==> src/bmf_regs.svh <==
// constants for the bit manipulation and flag unit
// assumes a core clock of 100 MHz and a synchronous active-high reset
`ifndef BMF_REGS_SVH
`define BMF_REGS_SVH
`define BMF_FLAG_C 0
`define BMF_FLAG_Z 1
`define BMF_FLAG_N 2
`define BMF_FLAG_V 3
`define BMF_FLAG_S 4
`define BMF_FLAG_H 5
`define BMF_FLAG_T 6
`define BMF_FLAG_I 7
`define BMF_FLAGS_RESET 8'h00
`define BMF_LAT_CYCLES 2
`define BMF_SRAM_EXTRA 1
`endif

==> src/bmf_pkg.sv <==
// types for the bit manipulation and flag unit
// assumes bmf_regs.svh for constants
package bmf_pkg;
  typedef enum logic [3:0] {
    BMF_NOP,
    BMF_LOAD_TOGGLE_MEM,
    BMF_ROTATE_LEFT_CARRY,
    BMF_ROTATE_RIGHT_CARRY,
    BMF_IO_BIT_SET,
    BMF_IO_BIT_CLEAR,
    BMF_REG_BIT_TO_TFLAG,
    BMF_TFLAG_TO_REG_BIT,
    BMF_SIGNED_FLAG_SET,
    BMF_SIGNED_FLAG_CLEAR,
    BMF_OVERFLOW_FLAG_SET,
    BMF_OVERFLOW_FLAG_CLEAR,
    BMF_HALF_CARRY_SET,
    BMF_HALF_CARRY_CLEAR
  } bmf_op_t;
  typedef struct packed {
    bmf_op_t op;
    logic [7:0] regVal;
    logic [2:0] bitSel;
    logic [15:0] zPtr;
    logic [5:0] ioAddr;
    logic [7:0] ioVal;
    logic sramTarget;
  } bmf_req_t;
  typedef struct packed {
    logic regWe;
    logic [7:0] regData;
    logic ioWe;
    logic [5:0] ioAddr;
    logic [7:0] ioData;
    logic memRe;
    logic memWe;
    logic [15:0] memAddr;
    logic [7:0] memData;
  } bmf_res_t;
endpackage

==> src/bmf_unit.sv <==
// execution unit for bit manipulation, bit test and flag operations
// assumes the core holds requests until busy falls and memory answers in one clock
`timescale 1ns/100ps
`include "bmf_regs.svh"
module bmf_unit
  import bmf_pkg::*;
(
  // clock and reset
  input wire logic mclk,
  input wire logic rst,
  // request
  input wire logic reqValid,
  input bmf_req_t req,
  output logic busy,
  // data memory read data
  input wire logic [7:0] memRdata,
  // results
  output bmf_res_t res,
  output logic done,
  output logic [7:0] statusFlagsReg
);
  // ----------------------------------------
  // sequencing
  // ----------------------------------------
  typedef enum logic [1:0] {BMF_IDLE, BMF_LAT_READ, BMF_LAT_SRAM} bmf_state_t;
  bmf_state_t state_q;
  bmf_req_t hold_q;
  logic [7:0] flags_q;
  logic take;
  assign take = reqValid && (state_q == BMF_IDLE);

  // ----------------------------------------
  // outputs
  // ----------------------------------------
  assign busy = (state_q != BMF_IDLE);
  assign statusFlagsReg = flags_q;

  // ----------------------------------------
  // load-toggle sequencer
  // ----------------------------------------
  bmf_state_t state_d;
  always_comb
  begin
    state_d = state_q;
    case (state_q)
      BMF_IDLE:
        if (take && req.op == BMF_LOAD_TOGGLE_MEM)
          state_d = req.sramTarget ? BMF_LAT_SRAM : BMF_LAT_READ;
      BMF_LAT_SRAM:
        state_d = BMF_LAT_READ;
      BMF_LAT_READ:
        state_d = BMF_IDLE;
      default:
        state_d = BMF_IDLE;
    endcase
  end

  always_ff @(posedge mclk)
  begin
    if (rst)
      state_q <= BMF_IDLE;
    else
      state_q <= state_d;
  end

  always_ff @(posedge mclk)
  begin
    if (rst)
      hold_q <= '0;
    else if (take)
      hold_q <= req;
  end

  // ----------------------------------------
  // flags
  // ----------------------------------------
  logic [7:0] rolRes;
  logic [7:0] rorRes;
  assign rolRes = {req.regVal[6:0], flags_q[`BMF_FLAG_C]};
  assign rorRes = {flags_q[`BMF_FLAG_C], req.regVal[7:1]};

  always_ff @(posedge mclk)
  begin
    if (rst)
      flags_q <= `BMF_FLAGS_RESET;
    else if (take)
    begin
      case (req.op)
        BMF_ROTATE_LEFT_CARRY:
        begin
          flags_q[`BMF_FLAG_C] <= req.regVal[7];
          flags_q[`BMF_FLAG_Z] <= (rolRes == 8'h00);
          flags_q[`BMF_FLAG_N] <= rolRes[7];
          flags_q[`BMF_FLAG_V] <= rolRes[7] ^ req.regVal[7];
          flags_q[`BMF_FLAG_S] <= rolRes[7] ^ rolRes[7] ^ req.regVal[7];
          flags_q[`BMF_FLAG_H] <= req.regVal[3];
        end
        BMF_ROTATE_RIGHT_CARRY:
        begin
          flags_q[`BMF_FLAG_C] <= req.regVal[0];
          flags_q[`BMF_FLAG_Z] <= (rorRes == 8'h00);
          flags_q[`BMF_FLAG_N] <= rorRes[7];
          flags_q[`BMF_FLAG_V] <= rorRes[7] ^ req.regVal[0];
          flags_q[`BMF_FLAG_S] <= req.regVal[0];
        end
        BMF_REG_BIT_TO_TFLAG:
          flags_q[`BMF_FLAG_T] <= req.regVal[req.bitSel];
        BMF_SIGNED_FLAG_SET:
          flags_q[`BMF_FLAG_S] <= 1'b1;
        BMF_SIGNED_FLAG_CLEAR:
          flags_q[`BMF_FLAG_S] <= 1'b0;
        BMF_OVERFLOW_FLAG_SET:
          flags_q[`BMF_FLAG_V] <= 1'b1;
        BMF_OVERFLOW_FLAG_CLEAR:
          flags_q[`BMF_FLAG_V] <= 1'b0;
        BMF_HALF_CARRY_SET:
          flags_q[`BMF_FLAG_H] <= 1'b1;
        BMF_HALF_CARRY_CLEAR:
          flags_q[`BMF_FLAG_H] <= 1'b0;
        default:
          flags_q <= flags_q;
      endcase
    end
  end

  // ----------------------------------------
  // bit decoding
  // ----------------------------------------
  function automatic logic [7:0] bitMask(logic [2:0] sel);
    bitMask = 8'h01 << sel;
  endfunction

  logic [7:0] ioSetData;
  logic [7:0] ioClearData;
  logic [7:0] tLoadData;
  logic [7:0] latWriteData;
  assign ioSetData = req.ioVal | bitMask(req.bitSel);
  assign ioClearData = req.ioVal & ~bitMask(req.bitSel);
  assign tLoadData = flags_q[`BMF_FLAG_T] ? (req.regVal | bitMask(req.bitSel))
    : (req.regVal & ~bitMask(req.bitSel));
  assign latWriteData = hold_q.regVal ^ memRdata;

  // ----------------------------------------
  // results
  // ----------------------------------------
  always_ff @(posedge mclk)
  begin
    if (rst)
    begin
      res <= '0;
      done <= 1'b0;
    end
    else
    begin
      res <= '0;
      done <= 1'b0;
      if (take)
      begin
        res.ioAddr <= req.ioAddr;
        res.memAddr <= req.zPtr;
        case (req.op)
          BMF_LOAD_TOGGLE_MEM:
            res.memRe <= ~req.sramTarget;
          BMF_ROTATE_LEFT_CARRY:
          begin
            res.regWe <= 1'b1;
            res.regData <= rolRes;
            done <= 1'b1;
          end
          BMF_ROTATE_RIGHT_CARRY:
          begin
            res.regWe <= 1'b1;
            res.regData <= rorRes;
            done <= 1'b1;
          end
          BMF_IO_BIT_SET:
          begin
            res.ioWe <= 1'b1;
            res.ioData <= ioSetData;
            done <= 1'b1;
          end
          BMF_IO_BIT_CLEAR:
          begin
            res.ioWe <= 1'b1;
            res.ioData <= ioClearData;
            done <= 1'b1;
          end
          BMF_TFLAG_TO_REG_BIT:
          begin
            res.regWe <= 1'b1;
            res.regData <= tLoadData;
            done <= 1'b1;
          end
          BMF_REG_BIT_TO_TFLAG,
          BMF_SIGNED_FLAG_SET,
          BMF_SIGNED_FLAG_CLEAR,
          BMF_OVERFLOW_FLAG_SET,
          BMF_OVERFLOW_FLAG_CLEAR,
          BMF_HALF_CARRY_SET,
          BMF_HALF_CARRY_CLEAR:
            done <= 1'b1;
          default:
            done <= 1'b0;
        endcase
      end
      else if (state_q == BMF_LAT_SRAM)
      begin
        res.memRe <= 1'b1;
        res.memAddr <= hold_q.zPtr;
      end
      else if (state_q == BMF_LAT_READ)
      begin
        res.memWe <= 1'b1;
        res.memAddr <= hold_q.zPtr;
        res.memData <= latWriteData;
        res.regWe <= 1'b1;
        res.regData <= memRdata;
        done <= 1'b1;
      end
    end
  end
endmodule

==> config.mk <==
export PLATFORM = sky130hd
export DESIGN_NAME = bmf_unit
export DESIGN_NICKNAME = d
export VERILOG_FILES = /design/src/bmf_pkg.sv /design/src/bmf_unit.sv
export VERILOG_INCLUDE_DIRS = /design/src
export SDC_FILE = /design/constraint.sdc
export NUM_CORES = 1
export LEC_CHECK = 0
export ABC_AREA = 1
export BUFFER_PORTS_ARGS = -buffer_cell sky130_fd_sc_hd__buf_2
export CAP_MARGIN = 30
export CORE_MARGIN = 5
export CORE_UTILIZATION = 46
export CTS_CLUSTER_SIZE = 12
export DETAILED_ROUTE_END_ITERATION = 8
export PLACE_DENSITY = 0.77
export REMOVE_ABC_BUFFERS = 1
export SLEW_MARGIN = 20
export SYNTH_ARGS = -nofsm -noshare
export SYNTH_HDL_FRONTEND = slang
export SYNTH_SLANG_ARGS = --single-unit
export TNS_END_PERCENT = 100
==> constraint.sdc <==
create_clock -name mclk -period 1.1 [get_ports mclk]
set_input_delay 0.22 -clock mclk [delete_from_list [all_inputs] [get_ports mclk]]
set_output_delay 0.22 -clock mclk [all_outputs]
set_load 0.1 [all_outputs]
# ---- Word-level counts from Yosys, hierarchy flattened
# Index checks and enable logic that the tools add are counted.
dict set report totals {
  input_bits 57
  output_inout_bits 60
  register_bits 84
}
dict set report classes {
  order_cmp 1
  reduce_logical 20
  bitwise 11
  n_eq_ne 16
  muxes 26
  shifts 1
}
# operator count
set ops {}
lappend ops {{$mux 16} 2}
lappend ops {{$mux 9} 3}
lappend ops {{$pmux 9 s3} 1}
lappend ops {{$mux 25} 1}
lappend ops {{$eq 4x4->1 const B} 6}
lappend ops {{$and 8x8->8} 2}
lappend ops {{$eq 4x3->1 const B} 4}
lappend ops {{$logic_not 8->1} 2}
lappend ops {{$or 8x8->8} 2}
lappend ops {{$pmux 8 s2} 1}
lappend ops {{$reduce_or 12->1} 1}
lappend ops {{$reduce_and 2->1} 5}
lappend ops {{$mux 1} 9}
lappend ops {{$eq 4x2->1 const B} 2}
lappend ops {{$mux 8} 1}
lappend ops {{$not 8->8} 1}
lappend ops {{$pmux 1 s4} 2}
lappend ops {{$reduce_bool 4->1} 2}
lappend ops {{$shl 1x3->8 const A} 1}
lappend ops {{$xor 8x8->8} 1}
lappend ops {{$pmux 3 s2} 1}
lappend ops {{$eq 4x1->1 const B} 1}
lappend ops {{$lt 3x4->1 const B} 1}
lappend ops {{$mux 2} 2}
lappend ops {{15 further kinds} 21}

# ---- Depth between registers and ports, before layout
# Gate-level depths: netlist of the first run.
dict set report depth {
  depth_word 6
  ltp_mapped 10
  ltp_nobuf 9
}

# ---- Least setup slack after synthesis of the first run
# Ideal clock, no wire load.
dict set report synth_path {
  path_type {register to register}
  startpoint {register flags_q[0], in the netlist statusFlagsReg[0]}
  endpoint {register flags_q[1], in the netlist statusFlagsReg[1]}
  path_stages_with_launch 9
  synth_period_minus_slack_ps 1699
  slack_ps -599
  path_buffers 0
  setup_time_ps 130
  arrival_time_ps 1569
  t_required_ps 970
  path_cell_list {dfxtp_1 > inv_1 > ha_1 > inv_1 > nor2_1 > nand3_1 > nand2_1 > nand2_1 > a21oi_1}
}
dict set report synth_between {
  elab_chain_cells 2
  word_cells_on_any_way 3
  cone_classes {mux: 1; reduce/logical: 2}
}
# item line_no
set synth_rtl {}
lappend synth_rtl {{start: declaration} bmf_unit.sv:28} ;# logic [7:0] flags_q;
lappend synth_rtl {{start signal: assignment} bmf_unit.sv:85} ;# flags_q <= `BMF_FLAGS_RESET;
lappend synth_rtl {{start signal: indexed assignment} bmf_unit.sv:91} ;# flags_q[`BMF_FLAG_C] <= req.regVal[7];
lappend synth_rtl {{start signal: indexed assignment} bmf_unit.sv:92} ;# flags_q[`BMF_FLAG_Z] <= (rolRes == 8'h00);
lappend synth_rtl {{$logic_not 8->1 (on tied branches)} {bmf_unit.sv:101, bmf_unit.sv:92}}
lappend synth_rtl {{$pmux 3 s2 *} bmf_unit.sv:88} ;# case (req.op)
# Every way passes the cells marked *; elsewhere a longest branch is shown, timed or not.
# A chain may end at the register's enable or synchronous reset.

# ---- Final worst setup path of the first run
dict set report layout_path {
  startpoint {register state_q[0]}
  endpoint {register res[46] (netlist bit)}
}
dict set report layout_between {
  elab_chain_cells 4
  word_cells_on_any_way 7
  cone_classes {eq/ne: 2; mux: 3; reduce/logical: 2}
}
# item line_no
set layout_rtl {}
lappend layout_rtl {{start: declaration} bmf_unit.sv:26} ;# bmf_state_t state_q;
lappend layout_rtl {{start signal: assignment} bmf_unit.sv:63} ;# state_q <= state_d;
lappend layout_rtl {{$eq 2x1->1} bmf_unit.sv:211} ;# else if (state_q == BMF_LAT_READ)
lappend layout_rtl {{$mux 9} bmf_unit.sv:211}
lappend layout_rtl {{$mux 9} bmf_unit.sv:206} ;# else if (state_q == BMF_LAT_SRAM)
lappend layout_rtl {{$mux 9 *} bmf_unit.sv:157} ;# if (take)
lappend layout_rtl {{end: declaration} bmf_unit.sv:18} ;# output bmf_res_t res,
# Marks and branches as above.

==> metrics, run 1 <==
hold_sp req[14]; First-pass DRT Iterations 6; outcome complete, but fails checks; CP delay by family, top simple AND/OR/NAND/NOR gates; Final HPWL DP 8.63 mm; remaining global-route overflow 0; GP Congestion between 0.8 and 0.9; cell area after synthesis approximately 0.0037 sq mm; Storage cell area 0.00177 sq mm; Worst Hold Depth 3; P_leak slightly below 0.003 uW; failing checks setup timing; H-tree levels 3; Core Region 0.00777 sq mm; cell taking the most area after synthesis dfxtp_1; Worst setup SP type register; Reg2Reg Depth 6; Setup CP Type reg2reg; Post-Synthesis Cells around 480; Hold Path Sink res[39]; Final nets between 700 and 800; syn avg cell area around 7.7 sq um; post-synthesis xor/xnor area fraction between 2 and 2.5%; Fillers between 300 and 400; max incr delay on CP 0.40 ns; Initial Utilization 47.4%; CTS tree built; Vias/cell slightly below 6; final setup TNS -14.38 ns; CP Cell Sequence inv_1 > or2_2 > nor2_8 > buf_12 > nand2_1 > nand2_1; drt total wl about 16 mm; ys async rst share 0%; first-pass GRT wire length just under 20 mm; sequential-to-total area share from yosys stat 45.6%; critical path arrival 1.68 ns; period utilization 124%; Crit path top cell by count nand2_1; Post-synth EDFFs 0; Worst-path clk slew about 0.1 ns; sequential share of power 43.4%; main combinational cell family by area after synthesis simple AND/OR/NAND/NOR gates; DR DRC count 0; CTS Root Cell clkbuf_8; simple-gate share of the synthesized area 27.9%; First DRT Iteration DRCs roughly 460; Critical Path End Type register; gr usage total between 20% and 30%; r2r setup slk -0.26 ns; Adder-Cell Fraction of Synth Area less than 1%; Crit Path Max Fanout 8; vias in the first global route ~4,000; largest net degree at the start of global routing 28; fin crit period roughly 1.4 ns; clock sinks 84; clock latency at the later pin of the worst-skew pair a little under 0.4 ns; clock share of power between 30% and 40%; combinational power share between 20% and 30%; origin of the critical flop-to-flop path state_q[0]; TritonCTS Buffers 9; mux cell area share after synthesis less than 1%; worst hold margin between 0.04 and 0.05 ns; die span in x 99.5 um; Final Setup Violations about 140; detailed-route via count 4,423; Routed Antenna Nets 0; final hold vios 0; Sw Ratio roughly a third; RSZ-0062 raised after global routing true; area of the multi-input gates slightly above 0.002 sq mm; top post-synthesis cells by area dfxtp_1 (46%), nand2_1 (11%), nand3_1 (7.3%), inv_1 (5.8%), o21ai_0 (5.4%); VDD IR max 0.863 mV; fmax approximately 0.73 GHz; Routed wire per std cell roughly 21 um; Cell Int Power between 4000 and 5000 uW; worst path required time around 1.4 ns; post-route worst setup slack -0.263 ns; layout cells sized above 1 ~55%; Clock Path Buffers 2; fin. max-slew vios 0; Die Span Y ~100 um; die area roughly 0.0099 sq mm; synthesis warning total 0; Synth Register Bits 84; PD cells 1130 mW/mm^2; NetSw between 2000 and 3000 uW; worst path bufs/invs 2; FP Rows 32; IO Port Bufs 115; Synth-to-Final Area Change 78.9%; clk_skew 0.0197 ns; Post-synth top flop dfxtp_1; Slowest-stage cell, CP dfxtp_2; Worst Hold Class in2reg; reg2reg end res[46]; top cell type's share of synthesized area 45.6%; Unique masters post-synth 36; io pins roughly 120; complex-gate fraction of the synthesized area between 10% and 20%; Diodes inserted 0; initial antenna violation count 0; max cap viols 0
power by group through the flow:
stage               registers [uW]  clock network [uW]  logic, uW
finish                        3250                2480       1760
global route                  3250                2570       1820
CTS                           3240                2340       1480
detailed placement            3300                   0       1400
global placement              3290                   0       1360
floorplan                     3650                   0        390
layout make-up:
| type | count | share of cell area, % |
|---|---|---|
| Timing Repair Buffer | 182 | 33.4 |
| Multi-Input combinational cell | 316 | 31.0 |
| Tap cell | 102 | 1.94 |
| Clock inverter | 7 | 1.25 |
| Clock buffer | 9 | 1.88 |
| Sequential cell | 84 | 26.8 |
| Inverter | 61 | 3.70 |
stage by stage:
step	setup WS (ns)	area (sq um)	instances	utilization [%]	total power, uW
after floorplan	-1.29	3550	460	-	4040
after global placement	-0.138	5530	722	71.2	4660
after detailed placement	-0.260	5530	722	71.2	4700
after CTS	-0.223	6060	749	78.0	7060
after global routing	-0.334	6590	761	84.9	7650
final	-0.263	6590	761	84.9	7480
placed cells by master (no fill, tap or decap), types with 3 or more instances in the layout:
master | synthesis | layout
a21oi_2 | 0 | 3
buf_12 | 0 | 67
buf_2 | 9 | 56
buf_4 | 2 | 44
buf_6 | 5 | 8
clkbuf_16 | 0 | 4
clkbuf_8 | 0 | 9
dfxtp_1 | 84 | 24
dfxtp_2 | 0 | 55
dfxtp_4 | 0 | 5
inv_1 | 57 | 53
inv_2 | 3 | 3
inv_4 | 0 | 3
inv_8 | 0 | 3
nand2_1 | 107 | 98
nand2_2 | 2 | 8
nand2_4 | 2 | 4
nand3_1 | 54 | 44
nand3_2 | 2 | 11
nor2_1 | 44 | 34
nor2_2 | 2 | 4
nor2_4 | 3 | 11
nor2_8 | 3 | 3
o21ai_0 | 40 | 20
o21ai_1 | 2 | 4
o21ai_2 | 20 | 36
xnor2_1 | 10 | 9
layer usage:
metal  vias up  track usage (%)  share of wire [%]
li1       1881                -                  -
met1      2082             27.6                 35
met2       353             45.4                 51
met3       107             5.05                7.7
met4         0             11.7                6.1
met5         -                0                  0
synth_stat cells (3+ instances only):
library cell	number
o21ai_2	20
buf_2	9
nand3_1	54
clkbuf_1	4
buf_6	5
nor2_8	3
inv_1	57
xnor2_1	10
nand2_1	107
o21ai_0	40
inv_2	3
nor2_1	44
a21oi_1	6
dfxtp_1	84
nor2_4	3
cell families after synthesis:
logic type	after synthesis
flops	84
mux	1
xor+xnor	10
other cells	1
buf+inv	82
compound gates	78
fa+ha+maj	1
simple gates	224
flip-flops by register name, summed over array words and instances (netlist names):
register and count:
statusFlagsReg 7, done 1, hold_q 24, state_q 2, res 50
worst reg2reg max path: cells and delay by family, from the launching register on:
kind / cells / cell delay (ns)
buf+inv: 2 / 0.21
flops: 1 / 0.40
simple gates: 4 / 0.70
how the worst max path moves through the flow:
stage	depth (start not counted)	from	slack, ns	endpoint
finish	6	state_q[0]	-0.26	res[46]
global placement	11	req[45]	-0.14	res[48]
detailed placement	6	state_q[0]	-0.26	hold_q[19]
floorplan	3	rst	-1.29	res[21]
CTS	3	state_q[1]	-0.22	busy
global route	8	state_q[0]	-0.33	res[46]
what timing repair did:
action / in CTS / in global routing
endpoints found under the hold margin: 0 / 0
buffers inserted: 9 / 6
endpoints found under the setup margin: 141 / 143
gates resized for setup: 90 / 103
hold buffers: 0 / 0
pin swaps: 4 / 12
gates cloned: 2 / 6
No activity file was read; power rests on OpenSTA's default activity.
==> run 2: changes to the inputs <==
--- a/config.mk
+++ b/config.mk
@@ -13,7 +13,7 @@
 export CORE_UTILIZATION = 46
 export CTS_CLUSTER_SIZE = 12
 export DETAILED_ROUTE_END_ITERATION = 8
-export PLACE_DENSITY = 0.77
+export PLACE_DENSITY_LB_ADDON = 0.1
 export REMOVE_ABC_BUFFERS = 1
 export SLEW_MARGIN = 20
 export SYNTH_ARGS = -nofsm -noshare
==> metrics, run 2 (synthesis results as in run 1) <==
vias in the first global route 4,165 (+3.6%); placed cells 726 (+0.55%); NetSw 2320 uW (-9.6%); die area 0.00990 sq mm (unchanged); gr usage total 26.8% (+1.9 points); combinational power share 23.4% (about the same); remaining global-route overflow 0 (unchanged); CTS Root Cell clkbuf_8; commonest non-fill, non-tap cell in the layout nand2_1; clock sinks 84 (unchanged); largest reg by FF count res; initial antenna violation count 0 (unchanged); hold_buf cts 0 (unchanged); critical path arrival 1.66 ns (-0.02 ns); VDD IR max 0.695 mV (-19%); Worst Hold Depth 3 (unchanged); Routed Antenna Nets 0 (unchanged); Final Setup Violations 119 (-17%); worst path required time 1.39 ns (-0.02 ns); Crit Path Max Fanout 8 (unchanged); Slowest-stage cell, CP dfxtp_2; Reg2Reg Depth 6 (unchanged); io pins 117 (unchanged); fmax 0.730 GHz (-0.48%); FP Rows 32 (unchanged); Vias/cell 5.34 (-8.2%); Core Region 0.00777 sq mm (unchanged); first-pass GRT wire length 21.0 mm (+6.6%); First DRT Iteration DRCs 296 (-36%); Initial Utilization 47.4% (unchanged); Worst-path clk slew 0.10 ns (about the same); Die Span Y 99.5 um (unchanged); RSZ-0062 raised after global routing true; First-pass DRT Iterations 9 (+3); outcome complete, but fails checks; drt total wl 13.5 mm (-17%); max reg flops 50 (unchanged); max cap viols 0 (unchanged); clock latency at the later pin of the worst-skew pair 0.36 ns (-0.03 ns); fin. max-slew vios 0 (unchanged); CP Cell Sequence nor2_4 > nand2_4 > inv_8 > nand2_8 > bufbuf_16 > o21ai_2; H-tree levels 3 (unchanged); clock share of power 31.7% (-1.5 points); Non-Filler Instances 761 (unchanged); TritonCTS Buffers 9 (unchanged); sequential share of power 44.9% (+1.5 points); IO Port Bufs 115 (unchanged); clk_skew 0.0161 ns (-0.00353 ns); GP Congestion 0.869 (+0.21%); failing checks setup timing; CTS tree built; Diodes inserted 0 (unchanged); post-route worst setup slack -0.270 ns (-0.00661 ns); hold_sp req[14]; P_leak 0.00296 uW (-0.91%); Final HPWL DP 8.26 mm (-4.3%); Cell Int Power 4900 uW (-0.32%); Worst Hold Class in2reg; layout cells sized above 1 52.4% (-2.9 points); Sw Ratio 32.1% (-2.2 points); max incr delay on CP 0.36 ns (-0.04 ns); Routed wire per std cell 17.7 um (-17%); fin crit period 1.37 ns (+0.00661 ns); die span in x 99.5 um (unchanged); detailed-route via count 4,060 (-8.2%); origin of the critical flop-to-flop path state_q[1]; Hold Path Sink res[39]; largest net degree at the start of global routing 17 (-39%); Worst setup SP type register; final setup TNS -15.66 ns (-1.28 ns); period utilization 125% (+0.60 points); PD cells 1110 mW/mm^2 (-2.3%); Critical Path End Type register; Clock Path Buffers 2 (unchanged); Synth-to-Final Area Change 76.7%; final hold vios 0 (unchanged); DR DRC count 0 (unchanged); reg2reg end hold_q[37]; r2r setup slk -0.27 ns (about the same); Setup CP Type reg2reg; Final nets 712 (unchanged); most frequent cells in the layout nand2_1 (102), buf_12 (71), dfxtp_2 (58)
==> run 2: changes by cell type in the layout (fill, tap and decap cells not counted), sizes merged <==
| cell | before | now |
|---|---|---|
| bufbuf | 0 | 1 |
| clkbuf | 13 | 10 |
| clkinvlp | 1 | 4 |
| clkinv | 2 | 1 |
| buf | 178 | 179 |
| inv | 64 | 63 |
==> run 2: through the flow <==
stage          util, %  area, sq um  total power [uW]  setup slack [ns]  hold slack [ns]
4_1_cts           82.6         6420              7100            -0.210           0.0701
2_1_floorplan        -         3550              4040             -1.29            0.289
3_3_place_gp      72.2         5610              4690            -0.196            0.439
6_report          83.8         6510              7220            -0.270           0.0533
5_1_grt           83.8         6510              7440            -0.306           0.0598
3_5_place_dp      72.2         5610              4710            -0.216            0.446
==> run 2: power groups by stage <==
stage	clock, uW	sequential, uW	combinational [uW]
global route	2420	3250	1770
CTS	2230	3240	1640
finish	2290	3240	1690
detailed placement	0	3300	1410
floorplan	0	3650	390
global placement	0	3290	1390
==> run 2: cell type report <==
class                   count  area [sq um]
clock buffers              10           128
clock inverters             6          70.1
fillers                   426          1260
inverters                  61           244
multi-input cells         316          1920
flip-flops and latches     84          1760
well taps                 102           128
repair buffers            180          2250
repair inverters            2          13.8
==> run 2: worst max-delay path by stage <==
stage | from | endpoint | slack [ns] | cells after the start
final | state_q[1] | hold_q[37] | -0.27 | 6
after global routing | state_q[1] | hold_q[37] | -0.31 | 6
after CTS | state_q[1] | busy | -0.21 | 3
after detailed placement | state_q[0] | res[41] | -0.22 | 8
after global placement | req[45] | statusFlagsReg[6] | -0.20 | 7
after floorplan | rst | res[21] | -1.29 | 3
==> run 2: worst max-delay path: cells and delay by family, from the launching register on <==
kind	cells	cell delay [ns]
flip-flops	1	0.36
buffers and inverters	2	0.42
AO/OA/AOI/OAI	1	0.10
AND/OR/NAND/NOR	3	0.42
==> run 2: routing by layer <==
layer	GRT usage, %	wire, um	vias to the layer above
met4	11.0	497	0
met1	31.9	5370	1905
met3	6.59	1060	52
met5	0	0	-
met2	46.2	6560	221
li1	-	-	1882
==> run 2: timing repair <==
item / CTS / global route
pin swaps: 15 / 2
gates cloned: 8 / 1
gates resized for setup: 147 / 18
setup buffers: 10 / 1
endpoints found under the setup margin: 143 / 143
